$ cat config.mk
export PLATFORM = sky130hd
export DESIGN_NAME = relay_parameter_event_interface
export DESIGN_NICKNAME = d
export VERILOG_FILES = /design/src/rtl/relay_pkg.sv /design/src/rtl/event_store.sv /design/src/rtl/relay_parameter_event_interface.sv
export VERILOG_INCLUDE_DIRS = /design/src /design/src/rtl
export SDC_FILE = /design/constraint.sdc
export NUM_CORES = 2
export LEC_CHECK = 0
export BUFFER_PORTS_ARGS = -buffer_cell sky130_fd_sc_hd__buf_2
export CORE_UTILIZATION = 45
export DETAILED_ROUTE_END_ITERATION = 8
export PLACE_DENSITY = 0.61
export SLEW_MARGIN = 0
export SYNTH_ARGS = -nofsm -noshare
export SYNTH_HDL_FRONTEND = slang
export SYNTH_HIERARCHICAL = 1
export SYNTH_SLANG_ARGS = --single-unit
$ cat constraint.sdc
create_clock -name pclk -period 4.5 [get_ports pclk]
set_input_delay 0.9 -clock pclk [delete_from_list [all_inputs] [get_ports pclk]]
set_output_delay 0.9 -clock pclk [all_outputs]
set_load 0.1 [all_outputs]
$ cat src/rtl/relay_params.svh
// offsets, field limits, reset values and timing counts of the relay block
`ifndef RELAY_PARAMS_SVH
`define RELAY_PARAMS_SVH
`define ADDR_W 8
`define OFS_STARTS 8'h00
`define OFS_HIST_SEL 8'h04
`define OFS_HIST_A 8'h08
`define OFS_HIST_B 8'h0C
`define OFS_IND_RST 8'h10
`define OFS_FULL_RST 8'h14
`define OFS_BANK 8'h18
`define OFS_SGX 8'h1C
`define OFS_MASK_STG 8'h20
`define OFS_MASK_A 8'h24
`define OFS_MASK_B 8'h28
`define OFS_PW_OPEN 8'h2C
`define OFS_PW_CHG 8'h30
`define OFS_SELF_SUP 8'h34
`define OFS_FORMAT 8'h38
`define OFS_FAULT 8'h3C
`define OFS_STATION 8'h40
`define OFS_RATE 8'h44
`define OFS_VERSION 8'h48
`define OFS_EVT_CMD 8'h4C
`define OFS_EVT_CNT 8'h50
`define OFS_EVT_DATA 8'h54
`define OFS_EVT_LAST 8'h64
`define OFS_STATUS 8'h68
`define OFS_TIME 8'h6C
`define W_ONE 32'h00000001
`define W_TWO 32'h00000002
`define W_SGX_MAX 32'h0000003F
`define W_MASK_STG_MAX 32'h00000FFF
`define W_MASK_OUT_MAX 32'h000000FF
`define W_PW_MAX 32'h000003E7
`define W_ADDR_MAX 32'h000000FE
`define W_TIME_MAX 32'h0000EA5F
`define W_HIST_MAX 32'h00000004
`define TIME_MAX 16'hEA5F
`define ANGLE_INVALID 11'h3E7
`define COUNT_MAX 8'hFF
`define HIST_DEPTH 5
`define BATCH 5
`define BATCH_LAST 3'h4
`define EVT_DEPTH 65
`define EVT_FULL 7'h41
`define EVT_LAST 7'h40
`define MASK_STG_RST 12'hFFF
`define MASK_OUT_RST 8'hFF
`define PW_RST 10'h001
`define ADDR_RST 8'h01
`define VERSION_ID 8'h5A
`define FC_TRIP 8'h04
`define FC_ROM 8'h1E
`define FC_RAM 8'h32
`define FC_EE_B1 8'h33
`define FC_EE_B2 8'h34
`define FC_EE_BOTH 8'h35
`define FC_EE_CKS 8'h36
`define FC_RAM_PAR 8'h37
`define FC_EE_KEY 8'h38
`define FC_LOW_X1 8'hC3
`define FC_LOW_X5 8'h83
`define FC_LOW_X25 8'h43
`define FC_HIGH_X1 8'hCB
`define FC_HIGH_X5 8'h8B
`define FC_HIGH_X25 8'h4B
`define FC_NEUTRAL 8'hFC
`define FC_NO_ADC 8'hFD
`define CLK_NS 4
`define TICK_NS 1000000
`define MS_CYCLES (`TICK_NS / `CLK_NS)
`endif

$ cat src/rtl/relay_pkg.sv
// types shared by the relay parameter and event blocks
`include "relay_params.svh"
package relay_pkg;
  typedef struct packed {
    logic [6:0] voltage;
    logic [7:0] current;
    logic signed [10:0] angle;
    logic [2:0][6:0] duration;
  } rec_t;
  typedef struct packed {
    logic [5:0] channel;
    logic [7:0] code;
  } evt_in_t;
  typedef struct packed {
    logic [15:0] stamp;
    logic [5:0] channel;
    logic [7:0] code;
  } event_t;
  typedef struct packed {
    logic trip_path;
    logic rom;
    logic ram;
    logic ee_b1;
    logic ee_b2;
    logic ee_cks;
    logic ram_param;
    logic ee_key;
    logic [2:0] ref_low;
    logic [2:0] ref_high;
    logic neutral_chan;
    logic no_adc;
  } fault_t;
  typedef enum logic {st_idle, st_pop} batch_state_t;
endpackage

$ cat src/rtl/event_store.sv
// 65-entry event store, oldest first, drops pushes while full
`timescale 1ns/1ps
`include "relay_params.svh"
module event_store
  import relay_pkg::*;
(
  input wire logic pclk,
  input wire logic presetn,
  input wire logic push,
  input wire event_t push_data,
  input wire logic pop,
  output event_t head,
  output logic empty,
  output logic full
);
  event_t mem [`EVT_DEPTH];
  logic [6:0] wp;
  logic [6:0] rp;
  logic [6:0] cnt;
  wire do_push = push & ~full;
  wire do_pop = pop & ~empty;

  assign full = (cnt == `EVT_FULL);
  assign empty = (cnt == 7'h00);
  assign head = mem[rp];

  function automatic logic [6:0] wrap(input logic [6:0] p);
    wrap = (p == `EVT_LAST) ? 7'h00 : p + 7'h01;
  endfunction

  always_ff @(posedge pclk) begin
    if (do_push) begin
      mem[wp] <= push_data;
    end
  end

  always_ff @(posedge pclk or negedge presetn) begin
    if (!presetn) begin
      wp <= 7'h00;
      rp <= 7'h00;
      cnt <= 7'h00;
    end else begin
      if (do_push) wp <= wrap(wp);
      if (do_pop) rp <= wrap(rp);
      if (do_push & ~do_pop) cnt <= cnt + 7'h01;
      else if (do_pop & ~do_push) cnt <= cnt - 7'h01;
    end
  end
endmodule

$ cat src/rtl/relay_parameter_event_interface.sv
// relay parameter, history and event interface behind an APB slave
//
// Summary of operation
// - three read-only start counters, one per stage, saturating at 255
// - five newest recordings kept; new recording shifts older ones back
// - recording holds voltage, current, angle, durations; angle 999 if small
// - writing 1 clears indicators and releases latched relay
// - writing 1 clears indicators, relays and recorded values
// - bank select read/write; 0 main bank, 1 second bank
// - stage mask 0..4095 and two output masks 0..255, read/write
// - writing password 1..999 opens remote setting
// - password change or close, 0..999, only while opened
// - writing 1 asserts self-supervision output and fault indicator
// - key fault reports 56; protected write of 2 formats memory
// - memory faults report 30, 50, 51 to 55
// - reference too low reports 195, 131, 67 for gain 1, 5, 25
// - reference too high reports 203, 139, 75 for gain 1, 5, 25
// - codes 4 trip path, 252 neutral channel, 253 missing converter
// - station address read/write, limited to 1..254
// - event register holds at most 65 pending events
// - each event carries time stamp, channel and code
// - read command returns up to 5 events, consumed once
// - re-read command returns last batch again, consuming nothing
// - status 0 normal, 1 auto reset, 2 overflow, 3 both
// - writing 0 to status clears abnormal conditions
// - millisecond time counter read/write, wrapping at 59.999 s
//
// Added by the designer: the APB slave port and the address map.
`timescale 1ns/1ps
`include "relay_params.svh"
module relay_parameter_event_interface
  import relay_pkg::*;
#(
  parameter int MS_CYCLES = `MS_CYCLES
)
(
  input wire logic pclk,
  input wire logic presetn,
  input wire logic psel,
  input wire logic penable,
  input wire logic pwrite,
  input wire logic [`ADDR_W-1:0] paddr,
  input wire logic [31:0] pwdata,
  output logic [31:0] prdata,
  output logic pready,
  output logic pslverr,
  input wire logic [2:0] start_pulse,
  input wire logic rec_valid,
  input wire rec_t rec_in,
  input wire logic rec_angle_low,
  input wire logic evt_valid,
  input wire evt_in_t evt_in,
  input wire logic auto_reset_seen,
  input wire fault_t fault_in,
  output logic ind_clear,
  output logic relay_release,
  output logic setting_bank_select,
  output logic [5:0] option_switch_group,
  output logic self_supervision_out,
  output logic internal_fault_indicator,
  output logic format_req,
  output logic [7:0] station_address,
  output logic link_rate
);
  ////////////////////////////////////////////////////////////////////////////
  logic [2:0][7:0] start_count;
  rec_t hist [`HIST_DEPTH];
  logic [2:0] hist_sel;
  logic [11:0] stage_event_mask;
  logic [7:0] output_event_mask_a;
  logic [7:0] output_event_mask_b;
  logic [9:0] password;
  logic remote_open;
  logic [7:0] internal_fault_code;
  logic st_auto;
  logic st_overflow;
  logic [15:0] time_ms;
  logic [31:0] ms_div;
  event_t batch [`BATCH];
  logic [2:0] batch_cnt;
  batch_state_t state;
  event_t head;
  logic evt_empty;
  logic evt_full;
  logic [31:0] rdata;
  logic mapped;
  logic bad_wr;

  ////////////////////////////////////////////////////////////////////////////
  // apb decode; pready is registered, so every access phase takes at least two cycles
  wire acc = psel & penable;
  wire first = acc & ~pready;
  wire take = acc & pready;
  wire ok = take & pwrite & mapped & ~bad_wr;
  wire v_one = (pwdata == `W_ONE);
  wire w_ind = ok & (paddr == `OFS_IND_RST) & v_one;
  wire w_full = ok & (paddr == `OFS_FULL_RST) & v_one;
  wire w_hsel = ok & (paddr == `OFS_HIST_SEL);
  wire w_bank = ok & (paddr == `OFS_BANK);
  wire w_sgx = ok & (paddr == `OFS_SGX);
  wire w_mstg = ok & (paddr == `OFS_MASK_STG);
  wire w_ma = ok & (paddr == `OFS_MASK_A);
  wire w_mb = ok & (paddr == `OFS_MASK_B);
  wire w_open = ok & (paddr == `OFS_PW_OPEN);
  wire w_chg = ok & (paddr == `OFS_PW_CHG);
  wire w_sup = ok & (paddr == `OFS_SELF_SUP) & v_one;
  wire w_fmt = ok & (paddr == `OFS_FORMAT);
  wire w_addr = ok & (paddr == `OFS_STATION);
  wire w_rate = ok & (paddr == `OFS_RATE);
  wire w_evt = ok & (paddr == `OFS_EVT_CMD) & v_one;
  wire w_stat = ok & (paddr == `OFS_STATUS);
  wire w_time = ok & (paddr == `OFS_TIME);
  wire [2:0] dsel = 3'(({24'h0, paddr} - 32'(`OFS_EVT_DATA)) >> 2);

  function automatic logic above(input logic [31:0] v,
                                 input logic [31:0] hi);
    above = (v > hi);
  endfunction

  // protected writes stay refused until the password has been given
  always_comb begin
    mapped = 1'b1;
    bad_wr = 1'b0;
    case (paddr)
      `OFS_STARTS, `OFS_HIST_A, `OFS_HIST_B, `OFS_FAULT, `OFS_VERSION,
      `OFS_EVT_CNT: bad_wr = 1'b1;
      `OFS_IND_RST, `OFS_FULL_RST, `OFS_SELF_SUP: bad_wr = 1'b0;
      `OFS_HIST_SEL: bad_wr = above(pwdata, `W_HIST_MAX);
      `OFS_BANK, `OFS_RATE: bad_wr = above(pwdata, `W_ONE);
      `OFS_SGX: bad_wr = ~remote_open | above(pwdata, `W_SGX_MAX);
      `OFS_MASK_STG: bad_wr = above(pwdata, `W_MASK_STG_MAX);
      `OFS_MASK_A, `OFS_MASK_B: bad_wr = above(pwdata, `W_MASK_OUT_MAX);
      `OFS_PW_OPEN: bad_wr = (pwdata == 32'h0) |
        (pwdata != {22'h0, password});
      `OFS_PW_CHG: bad_wr = ~remote_open | above(pwdata, `W_PW_MAX);
      `OFS_FORMAT: bad_wr = ~remote_open | (pwdata != `W_TWO);
      `OFS_STATION: bad_wr = (pwdata == 32'h0) |
        above(pwdata, `W_ADDR_MAX);
      `OFS_EVT_CMD: bad_wr = (pwdata != `W_ONE) & (pwdata != `W_TWO);
      `OFS_STATUS: bad_wr = (pwdata != 32'h0);
      `OFS_TIME: bad_wr = above(pwdata, `W_TIME_MAX);
      default: begin
        mapped = (paddr >= `OFS_EVT_DATA) && (paddr <= `OFS_EVT_LAST) &&
          (paddr[1:0] == 2'b00);
        bad_wr = 1'b1;
      end
    endcase
  end

  always_comb begin
    rdata = 32'h0;
    case (paddr)
      `OFS_STARTS: rdata = {8'h0, start_count};
      `OFS_HIST_SEL: rdata = {29'h0, hist_sel};
      `OFS_HIST_A: rdata = {{5{hist[hist_sel].angle[10]}},
        hist[hist_sel].angle, hist[hist_sel].current,
        1'b0, hist[hist_sel].voltage};
      `OFS_HIST_B: rdata = {11'h0, hist[hist_sel].duration};
      `OFS_BANK: rdata = {31'h0, setting_bank_select};
      `OFS_SGX: rdata = {26'h0, option_switch_group};
      `OFS_MASK_STG: rdata = {20'h0, stage_event_mask};
      `OFS_MASK_A: rdata = {24'h0, output_event_mask_a};
      `OFS_MASK_B: rdata = {24'h0, output_event_mask_b};
      `OFS_FAULT: rdata = {24'h0, internal_fault_code};
      `OFS_STATION: rdata = {24'h0, station_address};
      `OFS_RATE: rdata = {31'h0, link_rate};
      `OFS_VERSION: rdata = {24'h0, `VERSION_ID}; // arbitrary value
      `OFS_EVT_CNT: rdata = {29'h0, batch_cnt};
      `OFS_STATUS: rdata = {30'h0, st_overflow, st_auto};
      `OFS_TIME: rdata = {16'h0, time_ms};
      default: begin
        if (mapped) begin
          // batch stays readable any number of times
          rdata = (dsel < batch_cnt) ? {2'b00, batch[dsel]} : 32'h0;
        end
      end
    endcase
  end

  always_ff @(posedge pclk or negedge presetn) begin
    if (!presetn) begin
      pready <= 1'b0;
      pslverr <= 1'b0;
      prdata <= 32'h0;
    end else begin
      // a pending batch unload stalls the bus
      pready <= first & (state == st_idle);
      pslverr <= first & (state == st_idle) &
        (~mapped | (pwrite & bad_wr));
      if (first & ~pwrite) prdata <= rdata;
    end
  end

  ////////////////////////////////////////////////////////////////////////////
  // commands and settings
  always_ff @(posedge pclk or negedge presetn) begin
    if (!presetn) begin
      ind_clear <= 1'b0;
      relay_release <= 1'b0;
      format_req <= 1'b0;
      self_supervision_out <= 1'b0;
      internal_fault_indicator <= 1'b0;
      setting_bank_select <= 1'b0;
      option_switch_group <= 6'h00;
      stage_event_mask <= `MASK_STG_RST;
      output_event_mask_a <= `MASK_OUT_RST;
      output_event_mask_b <= `MASK_OUT_RST;
      password <= `PW_RST;
      remote_open <= 1'b0;
      station_address <= `ADDR_RST;
      link_rate <= 1'b0;
      hist_sel <= 3'h0;
      internal_fault_code <= 8'h00;
    end else begin
      ind_clear <= w_ind | w_full;
      relay_release <= w_ind | w_full;
      format_req <= w_fmt;
      if (w_sup) begin
        self_supervision_out <= 1'b1;
        internal_fault_indicator <= 1'b1;
      end
      if (w_bank) setting_bank_select <= pwdata[0];
      if (w_sgx) option_switch_group <= pwdata[5:0];
      if (w_mstg) stage_event_mask <= pwdata[11:0];
      if (w_ma) output_event_mask_a <= pwdata[7:0];
      if (w_mb) output_event_mask_b <= pwdata[7:0];
      if (w_open) remote_open <= 1'b1;
      if (w_chg) begin
        // zero closes remote setting, any other value replaces the key
        if (pwdata[9:0] == 10'h000) remote_open <= 1'b0;
        else password <= pwdata[9:0];
      end
      if (w_addr) station_address <= pwdata[7:0];
      if (w_rate) link_rate <= pwdata[0];
      if (w_hsel) hist_sel <= pwdata[2:0];
      internal_fault_code <= fault_encode(fault_in);
    end
  end

  // first condition found wins when several faults are present
  function automatic logic [7:0] fault_encode(input fault_t f);
    if (f.trip_path) fault_encode = `FC_TRIP;
    else if (f.rom) fault_encode = `FC_ROM;
    else if (f.ram) fault_encode = `FC_RAM;
    else if (f.ee_b1 & f.ee_b2) fault_encode = `FC_EE_BOTH;
    else if (f.ee_b1) fault_encode = `FC_EE_B1;
    else if (f.ee_b2) fault_encode = `FC_EE_B2;
    else if (f.ee_cks) fault_encode = `FC_EE_CKS;
    else if (f.ram_param) fault_encode = `FC_RAM_PAR;
    else if (f.ee_key) fault_encode = `FC_EE_KEY;
    else if (f.ref_low[0]) fault_encode = `FC_LOW_X1;
    else if (f.ref_low[1]) fault_encode = `FC_LOW_X5;
    else if (f.ref_low[2]) fault_encode = `FC_LOW_X25;
    else if (f.ref_high[0]) fault_encode = `FC_HIGH_X1;
    else if (f.ref_high[1]) fault_encode = `FC_HIGH_X5;
    else if (f.ref_high[2]) fault_encode = `FC_HIGH_X25;
    else if (f.neutral_chan) fault_encode = `FC_NEUTRAL;
    else if (f.no_adc) fault_encode = `FC_NO_ADC;
    else fault_encode = 8'h00;
  endfunction

  ////////////////////////////////////////////////////////////////////////////
  // start counters and recorded history
  always_ff @(posedge pclk or negedge presetn) begin
    if (!presetn) begin
      start_count <= '0;
      for (int i = 0; i < `HIST_DEPTH; i++) hist[i] <= '0;
    end else if (w_full) begin
      start_count <= '0;
      for (int i = 0; i < `HIST_DEPTH; i++) hist[i] <= '0;
    end else begin
      for (int s = 0; s < 3; s++) begin
        if (start_pulse[s] && start_count[s] != `COUNT_MAX) begin
          start_count[s] <= start_count[s] + 8'h01;
        end
      end
      if (rec_valid) begin
        for (int i = 1; i < `HIST_DEPTH; i++) hist[i] <= hist[i-1];
        hist[0] <= rec_in;
        if (rec_angle_low) hist[0].angle <= `ANGLE_INVALID;
      end
    end
  end

  ////////////////////////////////////////////////////////////////////////////
  // millisecond time base
  wire ms_tick = (ms_div == 32'(MS_CYCLES - 1));

  always_ff @(posedge pclk or negedge presetn) begin
    if (!presetn) begin
      ms_div <= 32'h0;
      time_ms <= 16'h0000;
    end else if (w_time) begin
      ms_div <= 32'h0;
      time_ms <= pwdata[15:0];
    end else begin
      ms_div <= ms_tick ? 32'h0 : ms_div + 32'h1;
      if (ms_tick) begin
        time_ms <= (time_ms == `TIME_MAX) ? 16'h0000 :
          time_ms + 16'h0001;
      end
    end
  end

  ////////////////////////////////////////////////////////////////////////////
  // events: mask, stamp, store, batch unload
  wire evt_enable = (evt_in.channel == 6'h0) ?
    stage_event_mask[evt_in.code[3:0]] & (evt_in.code < 8'h0C) :
    (evt_in.channel == 6'h1) ? output_event_mask_a[evt_in.code[2:0]] :
    (evt_in.channel == 6'h2) ? output_event_mask_b[evt_in.code[2:0]] :
    1'b1;
  wire push = evt_valid & evt_enable;
  wire pop = (state == st_pop) & ~evt_empty & (batch_cnt != `BATCH_LAST + 3'h1);
  wire overflow = push & evt_full;

  event_store store (
    .pclk(pclk),
    .presetn(presetn),
    .push(push),
    .push_data({time_ms, evt_in.channel, evt_in.code}),
    .pop(pop),
    .head(head),
    .empty(evt_empty),
    .full(evt_full)
  );

  always_ff @(posedge pclk or negedge presetn) begin
    if (!presetn) begin
      state <= st_idle;
      batch_cnt <= 3'h0;
      for (int i = 0; i < `BATCH; i++) batch[i] <= '0;
    end else begin
      case (state)
        st_idle: begin
          if (w_evt) begin
            batch_cnt <= 3'h0;
            state <= st_pop;
          end
        end
        st_pop: begin
          if (pop) begin
            batch[batch_cnt] <= head;
            batch_cnt <= batch_cnt + 3'h1;
          end else begin
            state <= st_idle;
          end
        end
        default: state <= st_idle;
      endcase
    end
  end

  // a new event beats a clear in the same cycle
  always_ff @(posedge pclk or negedge presetn) begin
    if (!presetn) begin
      st_auto <= 1'b0;
      st_overflow <= 1'b0;
    end else begin
      st_auto <= auto_reset_seen | (st_auto & ~w_stat);
      st_overflow <= overflow | (st_overflow & ~w_stat);
    end
  end
endmodule

==> impl_results.md <==
- Worst-case hold slack: between 0.1 and 0.15 ns
- Portion of the clock cycle consumed by the worst path in the final layout: 89.7%
- Slew Limit Headroom: between 9 and 10%
- Layer with the highest usage after global routing: met2
- Peak fanout along the critical path: 5
- Global-route track usage on met3: about 4.5%
- Count of different cell masters after synthesis: 90
- Most instantiated flip-flop cell in the synthesis netlist: sky130_fd_sc_hd__edfxtp_1
- Final setup vio count: 0
- Fraction of post-synthesis cell area in the top cell type by area: a little under three fifths
- H-tree Lvls: 5
- Buffer depth of the longest clock path: 4
- Final instance area: 120000 um2
- Fill cell total of the finished layout: 18.1k
- Share of async-settable or async-resettable flops after synthesis: 23.1%
- Synth Register Bits: 2536
- Final weighted congestion in routability-driven placement: 0.903
- Placed wire-length estimate after detailed placement: 173000 um
- DRC Markers: 0
- Peak Freq: about 0.25 GHz
- Worst-case setup slack after placement: approximately 0.011 ns
- Fraction of final layout cells with drive strength greater than 1: between 20% and 30%
- Slowest cell delay on critical path: 0.61 ns
- Area grow syn2layout: 16.1%
- Post-synthesis area per instance: 17.8 um2
- Critical register-to-register path endpoint: store/cnt[5]$_DFFE_PN0P_
- Sum of routed wire length over all layers: roughly 280000 um
- Number of buffers and inverters on the critical path: 3
- Signal arrival time at the worst endpoint: about 4.8 ns
- TritonCTS buffer count: about 280
- Floorplan die height: roughly 480 um
- Post-synthesis instance area: 104000 um2
- Initial standard-cell utilization of the core: 45.4%
- Initial DRT Pass Iterations: 8
- Beginning of the worst register-to-register path: store/cnt[3]$_DFFE_PN0P_
- Area of the multi-input gates: 29200 um2
- Total number of clock tree sinks: 2536
- Run status: completed
- Top cell family by delay on the critical path: simple AND/OR/NAND/NOR gates
- Worst Path Required: 5.27 ns
- Min-delay worst type: in -> async
- Net count, final: 6460
- Sequential area share after synthesis: 70.7%
- Clock latency on the worst-skew pair: 0.93 ns
- Startpoint types: flip-flop
- R2R depth: 14
- Power Density: 428 nW/um2
- Total routing usage reported by global routing: 24.0%
- Avg Vias per Cell: 6.01
- Ports placed on the boundary: about 180
- GR Layer Usage met1: approximately a third
- R2r setup slk: 0.46 ns
- Synthesized instance count: 5811
- CTS tree: built
- CORE AREA: about 230000 um2
- PostCTS Resize Cnt: 0
- Leak Pwr: 42.3 nW
- Final min period: 4.04 ns
- Worst setup path category: reg -> reg
- Antenna violations before repair: 31
- Largest area contributor in the netlist: sky130_fd_sc_hd__edfxtp_1
- Vias after detailed routing: 57.2k
- Count of hold-fix buffers inserted at cts: 0
- Cell Chain, Critical Path: or4_1 -> or4_1 -> inv_1 -> a211oi_1 -> and2_1 -> inv_2 -> ha_1 -> inv_1 -> ha_1 -> a21o_1 -> a21oi_1 -> o21bai_1 -> a2111o_1 -> o221a_2
- Clock tree root driver cell: sky130_fd_sc_hd__clkbuf_16
- Endpoint kind of the worst setup timing path: flip-flop
- Antenna violation net count after detailed routing: 0
- Worst-margin pin slew: 1.34 ns
- Least setup slack across all paths after layout: around 0.46 ns
- Hold Vio Cnt, Final: 0
- Met2 track demand over resource: 38.7%
- Final Slew Violations: 0
- Final core occ: 52.7%
- Total gr overflow: 0
- Area of all sequential standard cells: 73300 um2
- Main area contributors after synthesis: sky130_fd_sc_hd__edfxtp_1 57%, sky130_fd_sc_hd__dfrtp_1 13%, sky130_fd_sc_hd__mux4_2 11%
- Post-CTS setup buffer count: 0
- Clock-pin slew on the worst setup and hold paths: 0.06 ns
- Maximum vdd drop: 365 uV
- Reported max-cap violation count: 0
- Syn. warnings: 6
- Maximum number of pins on one net before global-route repair: 116
- Net Count, Synth: approximately 6.0k
- Via count of the first global-routing pass: approximately 57k
- Critical-path top delay cell: sky130_fd_sc_hd__or4_1
- Die Span X: 482 um
- Instance area after placement: 112000 um2
- Number of enable-type register cells in the synthesized netlist: 1950
- Die Area: 232000 um2
- DRT iter0 DRCs: 5852
- Skew final: around 0.10 ns
- Average wire length per cell after detail routing: 29.2 um
- Global-route wire length before repair: 404000 um
- RSZ-0062 raised after global routing: false
- Buffers added on ports: 183
- Number of standard-cell rows in the floorplan: 175
## where the power goes
part | switching (mW) | internal, mW
Sequential | 0.623 | 26.1
Combinational | 2.22 | 1.10
Clock | 8.92 | 12.6
## cell usage after synthesis (32+ instances only)
library cell / n
sky130_fd_sc_hd__nand2_1: 239
sky130_fd_sc_hd__o21ai_0: 67
sky130_fd_sc_hd__buf_2: 67
sky130_fd_sc_hd__xnor2_1: 39
sky130_fd_sc_hd__a211oi_1: 33
sky130_fd_sc_hd__dfrtp_1: 556
sky130_fd_sc_hd__clkbuf_1: 209
sky130_fd_sc_hd__o22ai_1: 47
sky130_fd_sc_hd__mux4_2: 503
sky130_fd_sc_hd__mux2_2: 274
sky130_fd_sc_hd__buf_1: 40
sky130_fd_sc_hd__inv_1: 32
sky130_fd_sc_hd__edfxtp_1: 1950
sky130_fd_sc_hd__o221ai_1: 50
sky130_fd_sc_hd__xor2_1: 40
sky130_fd_sc_hd__a21oi_1: 88
sky130_fd_sc_hd__mux2i_1: 438
sky130_fd_sc_hd__nor2_1: 445
sky130_fd_sc_hd__a22oi_1: 68
sky130_fd_sc_hd__nor3_1: 45
sky130_fd_sc_hd__nand3_1: 54
sky130_fd_sc_hd__a221oi_1: 64
## layout make-up
cell class / instances / share of cell area, %
Antenna cell: 17 / 0.0354
Clock buffer: 369 / 6.37
Clock inverter: 105 / 0.676
Inverter: 37 / 0.115
Multi-Input combinational cell: 2883 / 24.2
Sequential cell: 2536 / 60.9
Tap cell: 3009 / 3.13
Timing Repair Buffer: 566 / 4.51
## cells by family (layout without fill, tap and decap cells)
family	Yosys count	after routing	synth area share, %
buf+inv	392	1077	1.69
mux	1219	1219	18.2
xor+xnor	79	79	0.668
other cells	0	17	0
flops	2536	2536	70.7
fa+ha+maj	25	25	0.309
simple gates	962	962	4.27
compound gates	598	598	4.17
## cells in the final DEF (no fill, tap or decap), types with 39 or more instances in the layout
| cell type | netlist | layout |
|---|---|---|
| sky130_fd_sc_hd__clkbuf_16 | 0 | 289 |
| sky130_fd_sc_hd__mux4_2 | 503 | 503 |
| sky130_fd_sc_hd__nand2_1 | 239 | 239 |
| sky130_fd_sc_hd__clkbuf_1 | 209 | 67 |
| sky130_fd_sc_hd__o221ai_1 | 50 | 50 |
| sky130_fd_sc_hd__xor2_1 | 40 | 39 |
| sky130_fd_sc_hd__buf_12 | 0 | 129 |
| sky130_fd_sc_hd__nor2_4 | 0 | 66 |
| sky130_fd_sc_hd__buf_4 | 27 | 255 |
| sky130_fd_sc_hd__xnor2_1 | 39 | 39 |
| sky130_fd_sc_hd__clkinv_1 | 1 | 42 |
| sky130_fd_sc_hd__dfrtp_1 | 556 | 533 |
| sky130_fd_sc_hd__edfxtp_1 | 1950 | 1950 |
| sky130_fd_sc_hd__o21ai_0 | 67 | 67 |
| sky130_fd_sc_hd__buf_2 | 67 | 180 |
| sky130_fd_sc_hd__a22oi_1 | 68 | 68 |
| sky130_fd_sc_hd__o22ai_1 | 47 | 47 |
| sky130_fd_sc_hd__mux2i_1 | 438 | 438 |
| sky130_fd_sc_hd__a221oi_1 | 64 | 64 |
| sky130_fd_sc_hd__nor3_1 | 45 | 42 |
| sky130_fd_sc_hd__nand3_1 | 54 | 53 |
| sky130_fd_sc_hd__a21oi_1 | 88 | 88 |
| sky130_fd_sc_hd__mux2_2 | 274 | 274 |
| sky130_fd_sc_hd__nor2_1 | 445 | 378 |
## how the worst max path moves through the flow
stage                                   startpoint  cells past startpoint  slack (ns)                         end
after floorplan                          evt_in[1]                     10        0.09  store/mem[26][0]$_DFFE_PP_
after global placement                  evt_in[13]                     15       -0.07    store/cnt[5]$_DFFE_PN0P_
after detailed placement                evt_in[13]                     15        0.01    store/cnt[5]$_DFFE_PN0P_
after CTS                 store/cnt[3]$_DFFE_PN0P_                     14        0.44    store/cnt[5]$_DFFE_PN0P_
after global routing      store/cnt[3]$_DFFE_PN0P_                     14        0.25    store/cnt[6]$_DFFE_PN0P_
final                     store/cnt[3]$_DFFE_PN0P_                     14        0.46    store/cnt[5]$_DFFE_PN0P_
## per-layer routing
metal / wire length [um] / vias to the layer above
met5: 113 / -
met4: 8880 / 18
met3: 20300 / 467
met2: 135000 / 2157
met1: 114000 / 30400
li1: - / 24200
## through the flow
stage          setup TNS [ns]  instances  total power [mW]
6_report                    0       9522              51.5
5_1_grt                     0       9509              53.2
3_5_place_dp                0       9031              30.5
4_1_cts                     0       9505              52.0
3_3_place_gp          -0.0715       9031              30.4
2_1_floorplan               0       5811              28.9
## sequential cells by signal, indices dropped and copies added (netlist names), 10 cells and up
name,flops
stage_event_mask,12
hist,235
prdata,31
ms_div,32
time_ms,16
store/mem,1950
password,10
batch,150
start_count,24
No activity file was read; power rests on OpenSTA's default activity.
